===== src/rtl/ast_pkg.sv =====
// Package with register map, field layout and timing constants.
package ast_pkg;

  // ------------------------------------------------------------
  // Register map
  // ------------------------------------------------------------
  localparam logic [7:0] AST_OFS_CONTROL = 8'h00;
  localparam logic [7:0] AST_OFS_TX_DATA = 8'h04;
  localparam logic [7:0] AST_OFS_RX_DATA = 8'h08;
  localparam logic [7:0] AST_OFS_STATUS = 8'h0c;

  // ------------------------------------------------------------
  // Field positions
  // ------------------------------------------------------------
  localparam int AST_CTL_EVEN_PARITY = 0;
  localparam int AST_CTL_LENGTH_LO = 1;
  localparam int AST_CTL_LENGTH_HI = 2;
  localparam int AST_CTL_STOP_SELECT = 3;
  localparam int AST_CTL_PARITY_DISABLE = 4;
  localparam int AST_ST_PARITY_ERR = 0;
  localparam int AST_ST_FRAMING_ERR = 1;
  localparam int AST_ST_OVERRUN = 2;
  localparam int AST_ST_DATA_AVAIL = 3;
  localparam int AST_ST_TX_EMPTY = 4;
  localparam int AST_ST_END_OF_CHAR = 5;

  // ------------------------------------------------------------
  // Reset values and encodings
  // ------------------------------------------------------------
  localparam logic [4:0] AST_CONTROL_RESET = 5'h00;
  localparam logic [2:0] AST_LEN_BASE_M1 = 3'h4;
  localparam logic [2:0] AST_LEN_MAX_M1 = 3'h7;
  localparam logic [1:0] AST_RESP_OKAY = 2'h0;
  localparam logic [1:0] AST_RESP_SLVERR = 2'h2;

  // ------------------------------------------------------------
  // Timing in 16x clock edges
  // ------------------------------------------------------------
  localparam logic [3:0] AST_TICK_LAST = 4'hf;
  localparam logic [3:0] AST_START_CHECK_LAST = 4'h7;

  typedef enum logic [2:0] {
    AST_IDLE, AST_START, AST_DATA, AST_PARITY, AST_STOP
  } ast_frame_t;

endpackage : ast_pkg


===== src/rtl/ast_transceiver.sv =====
// Asynchronous serial transceiver with an AXI4-Lite register slave.
//
// Functional notes
// - External reset clears shifters, buffer, flags; sets line, EOC, empty.
// - A data write latches the holding register and drops buffer-empty.
// - Idle shifter loads the held character at once; empty returns high.
// - Frame is start, data bits, optional parity, then selected stop bits.
// - End-of-character rises after last stop bit time, holds till next start.
// - Serial output sends bit by bit and rests marking when idle.
// - A falling input starts reception, confirmed if low eight edges later.
// - Bit timing counts the high-to-low edges of the receive clock.
// - Received data is right justified, least significant bit on line one.
// - Data and flag pins drive only while their output enables are active.
// - Parity error is set when received parity disagrees with selection.
// - Framing error is set when the stop bit is not valid.
// - Overrun is set when a character lands while data-available is set.
// - Data-available rises when a character reaches the holding register.
// - Clearing data-available touches no other flag.
// - Active status-word enable places the five status bits on the pins.
// - A control write latches the shared character format for both paths.
// - Parity disable omits parity both ways and suppresses parity error.
// - Stop select zero gives one stop bit, one gives two.
// - Length code 00 to 11 selects five to eight data bits.
// - Parity select zero means odd parity, one means even, both directions.
`timescale 1ns/1ps

module ast_transceiver import ast_pkg::*; (
  input wire logic clk,
  input wire logic sys_rst,
  input wire logic externalResetIn,
  input wire logic txClock16x,
  input wire logic rxClock16x,
  input wire logic serialIn,
  output logic serialOut,
  output logic endOfChar,
  input wire logic rxDataOutputEnableN,
  input wire logic statusWordEnableN,
  output logic [7:0] rxDataOutputs,
  output logic rxDataOutputsOe,
  input wire logic [7:0] s_axi_awaddr,
  input wire logic s_axi_awvalid,
  output logic s_axi_awready,
  input wire logic [31:0] s_axi_wdata,
  input wire logic [3:0] s_axi_wstrb,
  input wire logic s_axi_wvalid,
  output logic s_axi_wready,
  output logic [1:0] s_axi_bresp,
  output logic s_axi_bvalid,
  input wire logic s_axi_bready,
  input wire logic [7:0] s_axi_araddr,
  input wire logic s_axi_arvalid,
  output logic s_axi_arready,
  output logic [31:0] s_axi_rdata,
  output logic [1:0] s_axi_rresp,
  output logic s_axi_rvalid,
  input wire logic s_axi_rready
);

  logic rstAll;
  logic [4:0] control_r, control_nxt;
  logic [7:0] awAddr_r, awAddr_nxt;
  logic [31:0] wData_r, wData_nxt;
  logic [3:0] wStrb_r, wStrb_nxt;
  logic awHave_r, awHave_nxt, wHave_r, wHave_nxt;
  logic awReady_r, awReady_nxt, wReady_r, wReady_nxt;
  logic bValid_r, bValid_nxt, arReady_r, arReady_nxt;
  logic rValid_r, rValid_nxt;
  logic [1:0] bResp_r, bResp_nxt, rResp_r, rResp_nxt;
  logic [31:0] rData_r, rData_nxt;
  logic writeNow, wrControl, wrTxData, clearDataAvail;
  logic [7:0] pinData_r, pinData_nxt;
  logic pinOe_r, pinOe_nxt;
  logic evenSel, parityOff, stopTwo;
  logic [2:0] lenM1;
  logic [7:0] lenMask;
  logic [5:0] statusWord;

  ast_frame_t txState_r, txState_nxt;
  logic [7:0] holdData_r, holdData_nxt, txShift_r, txShift_nxt;
  logic holdFull_r, holdFull_nxt, txParity_r, txParity_nxt;
  logic [3:0] txTick_r, txTick_nxt;
  logic [2:0] txBit_r, txBit_nxt;
  logic txStopIdx_r, txStopIdx_nxt, txClkPrev_r, txEdge;
  logic serialOut_r, serialOut_nxt, eoc_r, eoc_nxt;

  ast_frame_t rxState_r, rxState_nxt;
  logic [7:0] rxShift_r, rxShift_nxt, rxHold_r, rxHold_nxt;
  logic [7:0] rxJust;
  logic [3:0] rxTick_r, rxTick_nxt;
  logic [2:0] rxBit_r, rxBit_nxt;
  logic rxParBit_r, rxParBit_nxt, rxClkPrev_r, serialPrev_r, rxEdge;
  logic parErr_r, parErr_nxt, frameErr_r, frameErr_nxt;
  logic overrun_r, overrun_nxt, dataAvail_r, dataAvail_nxt;

  assign rstAll = sys_rst | externalResetIn;
  assign evenSel = control_r[AST_CTL_EVEN_PARITY];
  assign parityOff = control_r[AST_CTL_PARITY_DISABLE];
  assign stopTwo = control_r[AST_CTL_STOP_SELECT];
  assign lenM1 = AST_LEN_BASE_M1 +
    {1'b0, control_r[AST_CTL_LENGTH_HI:AST_CTL_LENGTH_LO]};
  assign lenMask = 8'hff >> (AST_LEN_MAX_M1 - lenM1);
  assign statusWord = {eoc_r, ~holdFull_r, dataAvail_r, overrun_r,
    frameErr_r, parErr_r};
  assign txEdge = txClock16x & ~txClkPrev_r;
  assign rxEdge = ~rxClock16x & rxClkPrev_r;
  assign rxJust = rxShift_r >> (AST_LEN_MAX_M1 - lenM1);

  assign serialOut = serialOut_r;
  assign endOfChar = eoc_r;
  assign rxDataOutputs = pinData_r;
  assign rxDataOutputsOe = pinOe_r;
  assign s_axi_awready = awReady_r;
  assign s_axi_wready = wReady_r;
  assign s_axi_bresp = bResp_r;
  assign s_axi_bvalid = bValid_r;
  assign s_axi_arready = arReady_r;
  assign s_axi_rdata = rData_r;
  assign s_axi_rresp = rResp_r;
  assign s_axi_rvalid = rValid_r;

  // ------------------------------------------------------------
  // Register bus slave
  // ------------------------------------------------------------
  assign writeNow = awHave_r & wHave_r & ~bValid_r;
  assign wrControl = writeNow & (awAddr_r == AST_OFS_CONTROL) & wStrb_r[0];
  assign wrTxData = writeNow & (awAddr_r == AST_OFS_TX_DATA) & wStrb_r[0];
  assign clearDataAvail = writeNow & (awAddr_r == AST_OFS_STATUS) &
    wStrb_r[0] & wData_r[AST_ST_DATA_AVAIL];

  always_comb begin
    control_nxt = control_r;
    awAddr_nxt = awAddr_r;
    wData_nxt = wData_r;
    wStrb_nxt = wStrb_r;
    awHave_nxt = awHave_r;
    wHave_nxt = wHave_r;
    bValid_nxt = bValid_r;
    bResp_nxt = bResp_r;
    arReady_nxt = arReady_r;
    rValid_nxt = rValid_r;
    rResp_nxt = rResp_r;
    rData_nxt = rData_r;
    if (s_axi_awvalid && awReady_r) begin
      awAddr_nxt = {s_axi_awaddr[7:2], 2'b00};
      awHave_nxt = 1'b1;
    end
    if (s_axi_wvalid && wReady_r) begin
      wData_nxt = s_axi_wdata;
      wStrb_nxt = s_axi_wstrb;
      wHave_nxt = 1'b1;
    end
    if (writeNow) begin
      awHave_nxt = 1'b0;
      wHave_nxt = 1'b0;
      bValid_nxt = 1'b1;
      bResp_nxt = AST_RESP_OKAY;
      if (awAddr_r != AST_OFS_CONTROL && awAddr_r != AST_OFS_TX_DATA &&
          awAddr_r != AST_OFS_STATUS) begin
        bResp_nxt = AST_RESP_SLVERR;
      end
    end else if (bValid_r && s_axi_bready) begin
      bValid_nxt = 1'b0;
    end
    if (wrControl) begin
      control_nxt = wData_r[4:0];
    end
    awReady_nxt = ~awHave_nxt & ~bValid_nxt;
    wReady_nxt = ~wHave_nxt & ~bValid_nxt;
    if (s_axi_arvalid && arReady_r) begin
      arReady_nxt = 1'b0;
      rValid_nxt = 1'b1;
      rResp_nxt = AST_RESP_OKAY;
      case ({s_axi_araddr[7:2], 2'b00})
        AST_OFS_CONTROL: rData_nxt = {27'h0, control_r};
        AST_OFS_RX_DATA: rData_nxt = {24'h0, rxHold_r};
        AST_OFS_STATUS: rData_nxt = {26'h0, statusWord};
        default: begin
          rData_nxt = 32'h0;
          rResp_nxt = AST_RESP_SLVERR;
        end
      endcase
    end else if (rValid_r && s_axi_rready) begin
      rValid_nxt = 1'b0;
      arReady_nxt = 1'b1;
    end
    arReady_nxt = ~rValid_nxt;
    pinOe_nxt = ~rxDataOutputEnableN | ~statusWordEnableN;
    pinData_nxt = rxHold_r;
    if (!statusWordEnableN) begin
      pinData_nxt = {3'h0, statusWord[4:0]};
    end
  end

  always_ff @(posedge clk) begin
    if (sys_rst) begin
      control_r <= AST_CONTROL_RESET;
      awAddr_r <= 8'h00;
      wData_r <= 32'h0;
      wStrb_r <= 4'h0;
      awHave_r <= 1'b0;
      wHave_r <= 1'b0;
      awReady_r <= 1'b0;
      wReady_r <= 1'b0;
      bValid_r <= 1'b0;
      bResp_r <= AST_RESP_OKAY;
      arReady_r <= 1'b0;
      rValid_r <= 1'b0;
      rResp_r <= AST_RESP_OKAY;
      rData_r <= 32'h0;
      pinData_r <= 8'h00;
      pinOe_r <= 1'b0;
    end else begin
      control_r <= control_nxt;
      awAddr_r <= awAddr_nxt;
      wData_r <= wData_nxt;
      wStrb_r <= wStrb_nxt;
      awHave_r <= awHave_nxt;
      wHave_r <= wHave_nxt;
      awReady_r <= awReady_nxt;
      wReady_r <= wReady_nxt;
      bValid_r <= bValid_nxt;
      bResp_r <= bResp_nxt;
      arReady_r <= arReady_nxt;
      rValid_r <= rValid_nxt;
      rResp_r <= rResp_nxt;
      rData_r <= rData_nxt;
      pinData_r <= pinData_nxt;
      pinOe_r <= pinOe_nxt;
    end
  end

  // ------------------------------------------------------------
  // Transmitter
  // ------------------------------------------------------------
  always_comb begin
    txState_nxt = txState_r;
    holdData_nxt = holdData_r;
    holdFull_nxt = holdFull_r;
    txShift_nxt = txShift_r;
    txParity_nxt = txParity_r;
    txTick_nxt = txTick_r;
    txBit_nxt = txBit_r;
    txStopIdx_nxt = txStopIdx_r;
    serialOut_nxt = serialOut_r;
    eoc_nxt = eoc_r;
    case (txState_r)
      AST_IDLE: begin
        if (holdFull_r) begin
          txShift_nxt = holdData_r;
          txParity_nxt = ^(holdData_r & lenMask) ^ ~evenSel;
          holdFull_nxt = 1'b0;
          serialOut_nxt = 1'b0;
          eoc_nxt = 1'b0;
          txTick_nxt = 4'h0;
          txState_nxt = AST_START;
        end
      end
      default: begin
        if (txEdge) begin
          txTick_nxt = txTick_r + 4'h1;
          if (txTick_r == AST_TICK_LAST) begin
            case (txState_r)
              AST_START: begin
                txState_nxt = AST_DATA;
                txBit_nxt = 3'h0;
                serialOut_nxt = txShift_r[0];
              end
              AST_DATA: begin
                txShift_nxt = {1'b0, txShift_r[7:1]};
                txBit_nxt = txBit_r + 3'h1;
                serialOut_nxt = txShift_r[1];
                if (txBit_r == lenM1) begin
                  txStopIdx_nxt = 1'b0;
                  if (parityOff) begin
                    txState_nxt = AST_STOP;
                    serialOut_nxt = 1'b1;
                  end else begin
                    txState_nxt = AST_PARITY;
                    serialOut_nxt = txParity_r;
                  end
                end
              end
              AST_PARITY: begin
                txState_nxt = AST_STOP;
                serialOut_nxt = 1'b1;
              end
              AST_STOP: begin
                if (txStopIdx_r == stopTwo) begin
                  eoc_nxt = 1'b1;
                  serialOut_nxt = 1'b1;
                  txState_nxt = AST_IDLE;
                end else begin
                  txStopIdx_nxt = 1'b1;
                end
              end
              default: txState_nxt = AST_IDLE;
            endcase
          end
        end
      end
    endcase
    if (wrTxData) begin
      holdData_nxt = wData_r[7:0];
      holdFull_nxt = 1'b1;
    end
  end

  always_ff @(posedge clk) begin
    txClkPrev_r <= txClock16x;
    if (rstAll) begin
      txState_r <= AST_IDLE;
      holdData_r <= 8'h00;
      holdFull_r <= 1'b0;
      txShift_r <= 8'h00;
      txParity_r <= 1'b0;
      txTick_r <= 4'h0;
      txBit_r <= 3'h0;
      txStopIdx_r <= 1'b0;
      serialOut_r <= 1'b1;
      eoc_r <= 1'b1;
    end else begin
      txState_r <= txState_nxt;
      holdData_r <= holdData_nxt;
      holdFull_r <= holdFull_nxt;
      txShift_r <= txShift_nxt;
      txParity_r <= txParity_nxt;
      txTick_r <= txTick_nxt;
      txBit_r <= txBit_nxt;
      txStopIdx_r <= txStopIdx_nxt;
      serialOut_r <= serialOut_nxt;
      eoc_r <= eoc_nxt;
    end
  end

  // ------------------------------------------------------------
  // Receiver
  // ------------------------------------------------------------
  always_comb begin
    rxState_nxt = rxState_r;
    rxShift_nxt = rxShift_r;
    rxHold_nxt = rxHold_r;
    rxTick_nxt = rxTick_r;
    rxBit_nxt = rxBit_r;
    rxParBit_nxt = rxParBit_r;
    parErr_nxt = parErr_r;
    frameErr_nxt = frameErr_r;
    overrun_nxt = overrun_r;
    dataAvail_nxt = dataAvail_r;
    if (clearDataAvail) begin
      dataAvail_nxt = 1'b0;
    end
    case (rxState_r)
      AST_IDLE: begin
        if (serialPrev_r && !serialIn) begin
          rxTick_nxt = 4'h0;
          rxState_nxt = AST_START;
        end
      end
      AST_START: begin
        if (rxEdge) begin
          rxTick_nxt = rxTick_r + 4'h1;
          if (rxTick_r == AST_START_CHECK_LAST) begin
            rxTick_nxt = 4'h0;
            rxBit_nxt = 3'h0;
            rxState_nxt = serialIn ? AST_IDLE : AST_DATA;
          end
        end
      end
      default: begin
        if (rxEdge) begin
          rxTick_nxt = rxTick_r + 4'h1;
          if (rxTick_r == AST_TICK_LAST) begin
            case (rxState_r)
              AST_DATA: begin
                rxShift_nxt = {serialIn, rxShift_r[7:1]};
                rxBit_nxt = rxBit_r + 3'h1;
                if (rxBit_r == lenM1) begin
                  rxState_nxt = parityOff ? AST_STOP : AST_PARITY;
                end
              end
              AST_PARITY: begin
                rxParBit_nxt = serialIn;
                rxState_nxt = AST_STOP;
              end
              AST_STOP: begin
                rxHold_nxt = rxJust;
                frameErr_nxt = ~serialIn;
                parErr_nxt = ~parityOff &
                  (^(rxJust & lenMask) ^ rxParBit_r ^ ~evenSel);
                overrun_nxt = dataAvail_r & ~clearDataAvail;
                dataAvail_nxt = 1'b1;
                rxState_nxt = AST_IDLE;
              end
              default: rxState_nxt = AST_IDLE;
            endcase
          end
        end
      end
    endcase
  end

  always_ff @(posedge clk) begin
    rxClkPrev_r <= rxClock16x;
    serialPrev_r <= serialIn;
    if (rstAll) begin
      rxState_r <= AST_IDLE;
      rxShift_r <= 8'h00;
      rxHold_r <= 8'h00;
      rxTick_r <= 4'h0;
      rxBit_r <= 3'h0;
      rxParBit_r <= 1'b0;
      parErr_r <= 1'b0;
      frameErr_r <= 1'b0;
      overrun_r <= 1'b0;
      dataAvail_r <= 1'b0;
    end else begin
      rxState_r <= rxState_nxt;
      rxShift_r <= rxShift_nxt;
      rxHold_r <= rxHold_nxt;
      rxTick_r <= rxTick_nxt;
      rxBit_r <= rxBit_nxt;
      rxParBit_r <= rxParBit_nxt;
      parErr_r <= parErr_nxt;
      frameErr_r <= frameErr_nxt;
      overrun_r <= overrun_nxt;
      dataAvail_r <= dataAvail_nxt;
    end
  end

endmodule : ast_transceiver


===== config.mk =====
export PLATFORM = sky130hd
export DESIGN_NAME = ast_transceiver
export DESIGN_NICKNAME = d
export VERILOG_FILES = /design/src/rtl/ast_pkg.sv /design/src/rtl/ast_transceiver.sv
export SDC_FILE = /design/constraint.sdc
export NUM_CORES = 1
export LEC_CHECK = 0
export ABC_CLOCK_PERIOD_IN_PS = 2490
export BUFFER_PORTS_ARGS = -buffer_cell sky130_fd_sc_hd__buf_4
export CORE_MARGIN = 2
export CORE_UTILIZATION = 54
export DETAILED_ROUTE_END_ITERATION = 6
export PLACE_DENSITY = 0.86
export SLEW_MARGIN = 10
export SYNTH_ARGS = -nofsm -noshare
export SYNTH_HDL_FRONTEND = slang
export SYNTH_SLANG_ARGS = --single-unit

===== constraint.sdc =====
create_clock -name clk -period 2.49 [get_ports clk]
set_input_delay 0.6225 -clock clk [delete_from_list [all_inputs] [get_ports clk]]
set_output_delay 0.6225 -clock clk [all_outputs]
set_load 0.03 [all_outputs]

* Word level (Yosys, flattened, before mapping)
Cells that the tools add are included.
Widths: inputs -> output; s select.
** Word-level totals
- Bits in registers :: 137
- Bits in latches :: 0
- Bits in writable memories :: 0
- Memories :: 0
- Bits in read-only memories :: 0
- Output and inout bits :: 52
** Cells by class
- Bitwise gates (word level) :: 39
- Magnitude comparators :: 0
- Shift operators :: 2
- Reduce and logical (&&, ||, !) cells :: 46
- Add/sub/neg operators :: 6
- Divide/modulo/power cells :: 0
- Muxes and demuxes :: 71
- Multiply operators :: 0
- Equal/unequal tests :: 29
** Operator list (number)
- $mux 3 :: 18
- $mux 8 :: 5
- $mux 1 :: 28
- $mux 4 :: 7
- $pmux 3 s2 :: 4
- $pmux 8 s3 :: 1
- $reduce_bool 2->1 :: 11
- $reduce_and 4->1 :: 5
- $reduce_and 5->1 :: 4
- $eq 6x2->1 const B :: 3
- $not 1->1 :: 17
- $and 8x8->8 :: 2
- $reduce_xor 8->1 :: 2
- $and 1x1->1 :: 15
- $eq 3x2->1 const B :: 4
- $ne 2x2->1 const B :: 6
- $pmux 3 s4 :: 1
- $reduce_and 6->1 :: 2
- $add 4x1->4 const B :: 2
- $eq 4x4->1 const B :: 2
- $logic_and 1x1->1 :: 8
- $logic_not 8->1 :: 1
- $pmux 4 s2 :: 1
- $reduce_bool 8->1 :: 1
- 31 further kinds :: 43

* Longest topological paths before layout
- Depth after elaboration :: 10
- Mapped depth :: 7

* Least setup slack after synthesis
No wires, ideal clock.
- Path kind :: in2reg
- Start :: input port rxClock16x
- End :: register rxState_r[2]
- Path buffers :: 0
- Arrival :: 1.875 ns
- Path slack :: 0.545 ns
- Stages on the path :: 5
- Required time :: 2.420 ns
- Cell sequence :: nor2b_1 mux2i_1 or3_1 or3_1 a21oi_1
** On the way
- Cells in the longest elaborated chain, start to end :: 4
- Elaborated cells on any way between the ends :: 5
** RTL lines
- start, declared :: line ast_transceiver.sv:32 : input wire logic rxClock16x,
- $not 1->1 (*) :: line ast_transceiver.sv:105 : assign rxEdge = ~rxClock16x & rxClkPrev_r;
- $and 1x1->1 (*) :: line ast_transceiver.sv:105
- $ne 2x2->1 (no source line) / $reduce_bool 2->1 (equally long branches)
- $reduce_and 6->1 (no source line) (*)
- end signal, assigned :: line ast_transceiver.sv:417 : rxState_r <= rxState_nxt;
- end, declared :: line ast_transceiver.sv:86 : ast_frame_t rxState_r, rxState_nxt;
Mark *: on every way between the ends. The rest lies on a longest branch, timed or not.
A chain may end at the register's enable or synchronous reset.

* Worst setup path after layout
- Start :: register txState_r[1]
- End :: register txShift_r[4]
** On the way
- Cells in the longest elaborated chain, start to end :: 3
- Elaborated cells on any way between the ends :: 8
** RTL lines
- start, declared :: line ast_transceiver.sv:78 : ast_frame_t txState_r, txState_nxt;
- start signal, assigned :: line ast_transceiver.sv:322 : txState_r <= txState_nxt;
- $eq 3x2->1 / $logic_not 3->1 (equally long branches) :: line ast_transceiver.sv:262, ast_transceiver.sv:246
- $reduce_bool 2->1 (no source line) / $ne 2x2->1 (equally long branches)
- $reduce_and 4->1 (no source line)
- end signal, assigned :: line ast_transceiver.sv:325 : txShift_r <= txShift_nxt;
- end, declared :: line ast_transceiver.sv:79 : logic [7:0] holdData_r, holdData_nxt, txShift_r, txShift_nxt;
Several ways; a longest one is shown, not always the timed one.

==> results.sh <==
export IMPL_dr_total_vias=4364
export IMPL_cts_inserted_buffers=9
export IMPL_cts_resized=0
export IMPL_io_pins=117
export IMPL_syn_inst=614
export IMPL_maxSlewHeadroom_pct=48.8
export IMPL_antenna_found_initial=0
export IMPL_dp_final_hpwl_um=8040
export IMPL_core_um2=9640
export IMPL_grt_pass1_wl_um=18600
export IMPL_nets=729
export IMPL_synthTopCellsByCount="dfxtp_1, nor2_1, nand2_1"
export IMPL_overflow=0
export IMPL_clockRootBuffer="clkbuf_8"
export IMPL_post_place_ws_ps=338
export IMPL_cp_max_fo=15
export IMPL_p_leak_nw=2.22
export IMPL_insertion_delay_ps=390
export IMPL_grt_max_degree=59
export IMPL_yosysWarnings=0
export IMPL_setup_viol=0
export IMPL_gp_congestion=0.899
export IMPL_r2r_slack_ps=270
export IMPL_synth_top_area_share_pct=42.1
export IMPL_postSynthAreaPerCell_um2=8.60
export IMPL_vias_per_cell=5.47
export IMPL_postCtsSetupRepairBufs=0
export IMPL_fin_tns_setup_ps=0
export IMPL_powerDensity_nw_per_um2=531
export IMPL_synth_area_leaders="dfxtp_1, mux2i_1, nor2_1"
export IMPL_required_ps=2770
export IMPL_end_kind="register"
export IMPL_syn2layout_area_growth_pct=12.9
export IMPL_setup_worst_path_end="txShift_r[4]$_SDFFE_PP0P_"
export IMPL_die_x_um=103
export IMPL_crit_path_start_kind="register"
export IMPL_ys_ff_latch=111
export IMPL_crit_start="txState_r[1]$_SDFFE_PP0P_"
export IMPL_synth_main_ff_cell="dfxtp_1"
export IMPL_grt_use_total_pct=22.1
export IMPL_diodes=0
export IMPL_yosysTopAreaCell="dfxtp_1"
export IMPL_dr_pass1_iters=4
export IMPL_port_buffers=59
export IMPL_fmax_ghz=0.450
export IMPL_finClkSkew_ps=18.5
export IMPL_post_drt_wl_per_cell_um=14.0
export IMPL_ctsHoldBuffers=0
export IMPL_cts_sinks=111
export IMPL_rr_worst_depth=6
export IMPL_slew_viol_final=0
export IMPL_worstMarginPinSlew_ps=749
export IMPL_ys_seq_area_share_pct=42.1
export IMPL_r2r_end="txShift_r[4]$_SDFFE_PP0P_"
export IMPL_grt_pass1_vias=4075
export IMPL_status="completed"
export IMPL_wirelength_um=11200
export IMPL_cp_arrival_ps=2510
export IMPL_fp_row_count=36
export IMPL_drc=0
export IMPL_fp_dieH_um=103
export IMPL_die_area_um2=10600
export IMPL_drtIter0Drc=359
export IMPL_hold_depth=1
export IMPL_synth_edf_count=0
export IMPL_finalCritPeriodShare_pct=89.3
export IMPL_fin_crit_ps=2220
export IMPL_hold_viol=0
export IMPL_maxCapViolations=0
export IMPL_drive_gt1_share_pct=16.2
export IMPL_rr_startpoint="txState_r[1]$_SDFFE_PP0P_"
export IMPL_async_reset_ff_share_pct=0
export IMPL_cts_tree="yes"
export IMPL_yosysMostFrequentCell="dfxtp_1"
export IMPL_clk_pin_slew_ps=120
export IMPL_start_util_pct=54.8
export IMPL_syn_area_um2=5280
export IMPL_rsz0062_at_grt="no"
export IMPL_detail_route_antenna_nets=0
export IMPL_cts_path_max_buffers=2
export IMPL_setup_slack_ps=268
export IMPL_ir_drop_mv=0.384
export IMPL_synth_cell_types=56
export IMPL_worstSetupPathType="register to register"
export IMPL_h_tree_depth=3
export IMPL_hp_class="input port to register"
[critical path, stage by stage (launching register included)]
cell	delay, ps
dfxtp_1	450
or3_4	460
mux2i_1	260
a2111oi_4	370
buf_4	250
nor2_1	60
a311oi_1	270
[registers in the layout, indices dropped and copies added (netlist names), 3 cells and up]
signal         cells
holdData_r         8
rxDataOutputs      8
rxHold_r           8
rxShift_r          8
s_axi_rdata        8
txShift_r          8
wData_r            8
awAddr_r           6
control_r          5
rxTick_r           4
txTick_r           4
rxBit_r            3
rxState_r          3
txBit_r            3
txState_r          3
[final cells by class]
class	instances	area [µm²]
inverters	6	22.5
clock buffers	9	124
clock inverters	7	78.8
repair buffers	76	571
fillers	790	3680
well taps	133	166
multi-input cells	456	2770
flip-flops and latches	111	2220
[stage by stage]
step	power, mW	std cells	utilization [%]	instance area, µm²	hold WS (ps)
finish	3.16	798	61.8	5960	348
global route	3.28	798	61.8	5960	340
CTS	3.17	798	61.8	5960	341
detailed placement	2.11	782	59.7	5760	450
global placement	2.10	782	59.7	5760	440
floorplan	2.06	639	-	5370	431
[cells by family (layout without fill, tap and decap cells)]
kind of cell / Yosys count / in the layout / synth area share [%]
mux: 50 / 50 / 10.1
other cells: 1 / 26 / 0.0710
flops: 111 / 111 / 42.1
fa+ha+maj: 4 / 4 / 0.948
compound gates: 108 / 108 / 13.2
xor+xnor: 23 / 23 / 4.34
simple gates: 245 / 245 / 21.9
buf+inv: 72 / 98 / 7.25
[layer usage]
layer	wire, µm	part of all wire (%)	up-vias	global-route usage (%)
met5	0	0	-	0
met4	159	1.4	0	9.31
met3	483	4.3	16	2.85
met2	5570	50	131	37.5
met1	4990	45	2056	28.5
li1	-	-	2161	-
[power by group]
part	internal (mW)	switching, mW
clock network	0.404	0.686
registers	1.80	0.0234
logic	0.0801	0.165
total	2.29	0.874
[worst min path at each step]
stage                             start                  endpoint  slack (ps)
6_report                     txClock16x       txClkPrev_r$_DFF_P_         350
5_1_grt                      rxClock16x       rxClkPrev_r$_DFF_P_         340
4_1_cts                      txClock16x       txClkPrev_r$_DFF_P_         340
3_5_place_dp   awAddr_r[5]$_SDFFE_PP0P_  awAddr_r[5]$_SDFFE_PP0P_         450
3_3_place_gp   awAddr_r[7]$_SDFFE_PP0P_  awAddr_r[7]$_SDFFE_PP0P_         440
2_1_floorplan  awAddr_r[7]$_SDFFE_PP0P_  awAddr_r[7]$_SDFFE_PP0P_         430
[placed cells by master (no fill, tap or decap), drive strengths merged, types with 2 or more instances in the layout]
master	n
a221oi	2
buf	76
and2	6
nor2	94
nand4b	3
a2111oi	2
mux2i	42
dfxtp	111
nor3	12
a21boi	4
a311oi	8
inv	10
or3	7
mux2	6
clkbuf	9
o22ai	2
conb	26
nor4	6
ha	4
nor3b	6
a211oi	7
nand3b	3
nand2b	9
a22oi	9
o31ai	2
nor2b	9
mux4	2
nand3	21
o21ai	14
xnor3	2
nand2	61
clkinv	3
nand4	3
xnor2	13
o21a	2
a21oi	49
xor2	8
Note: power is estimated with default switching activity, not from simulation.
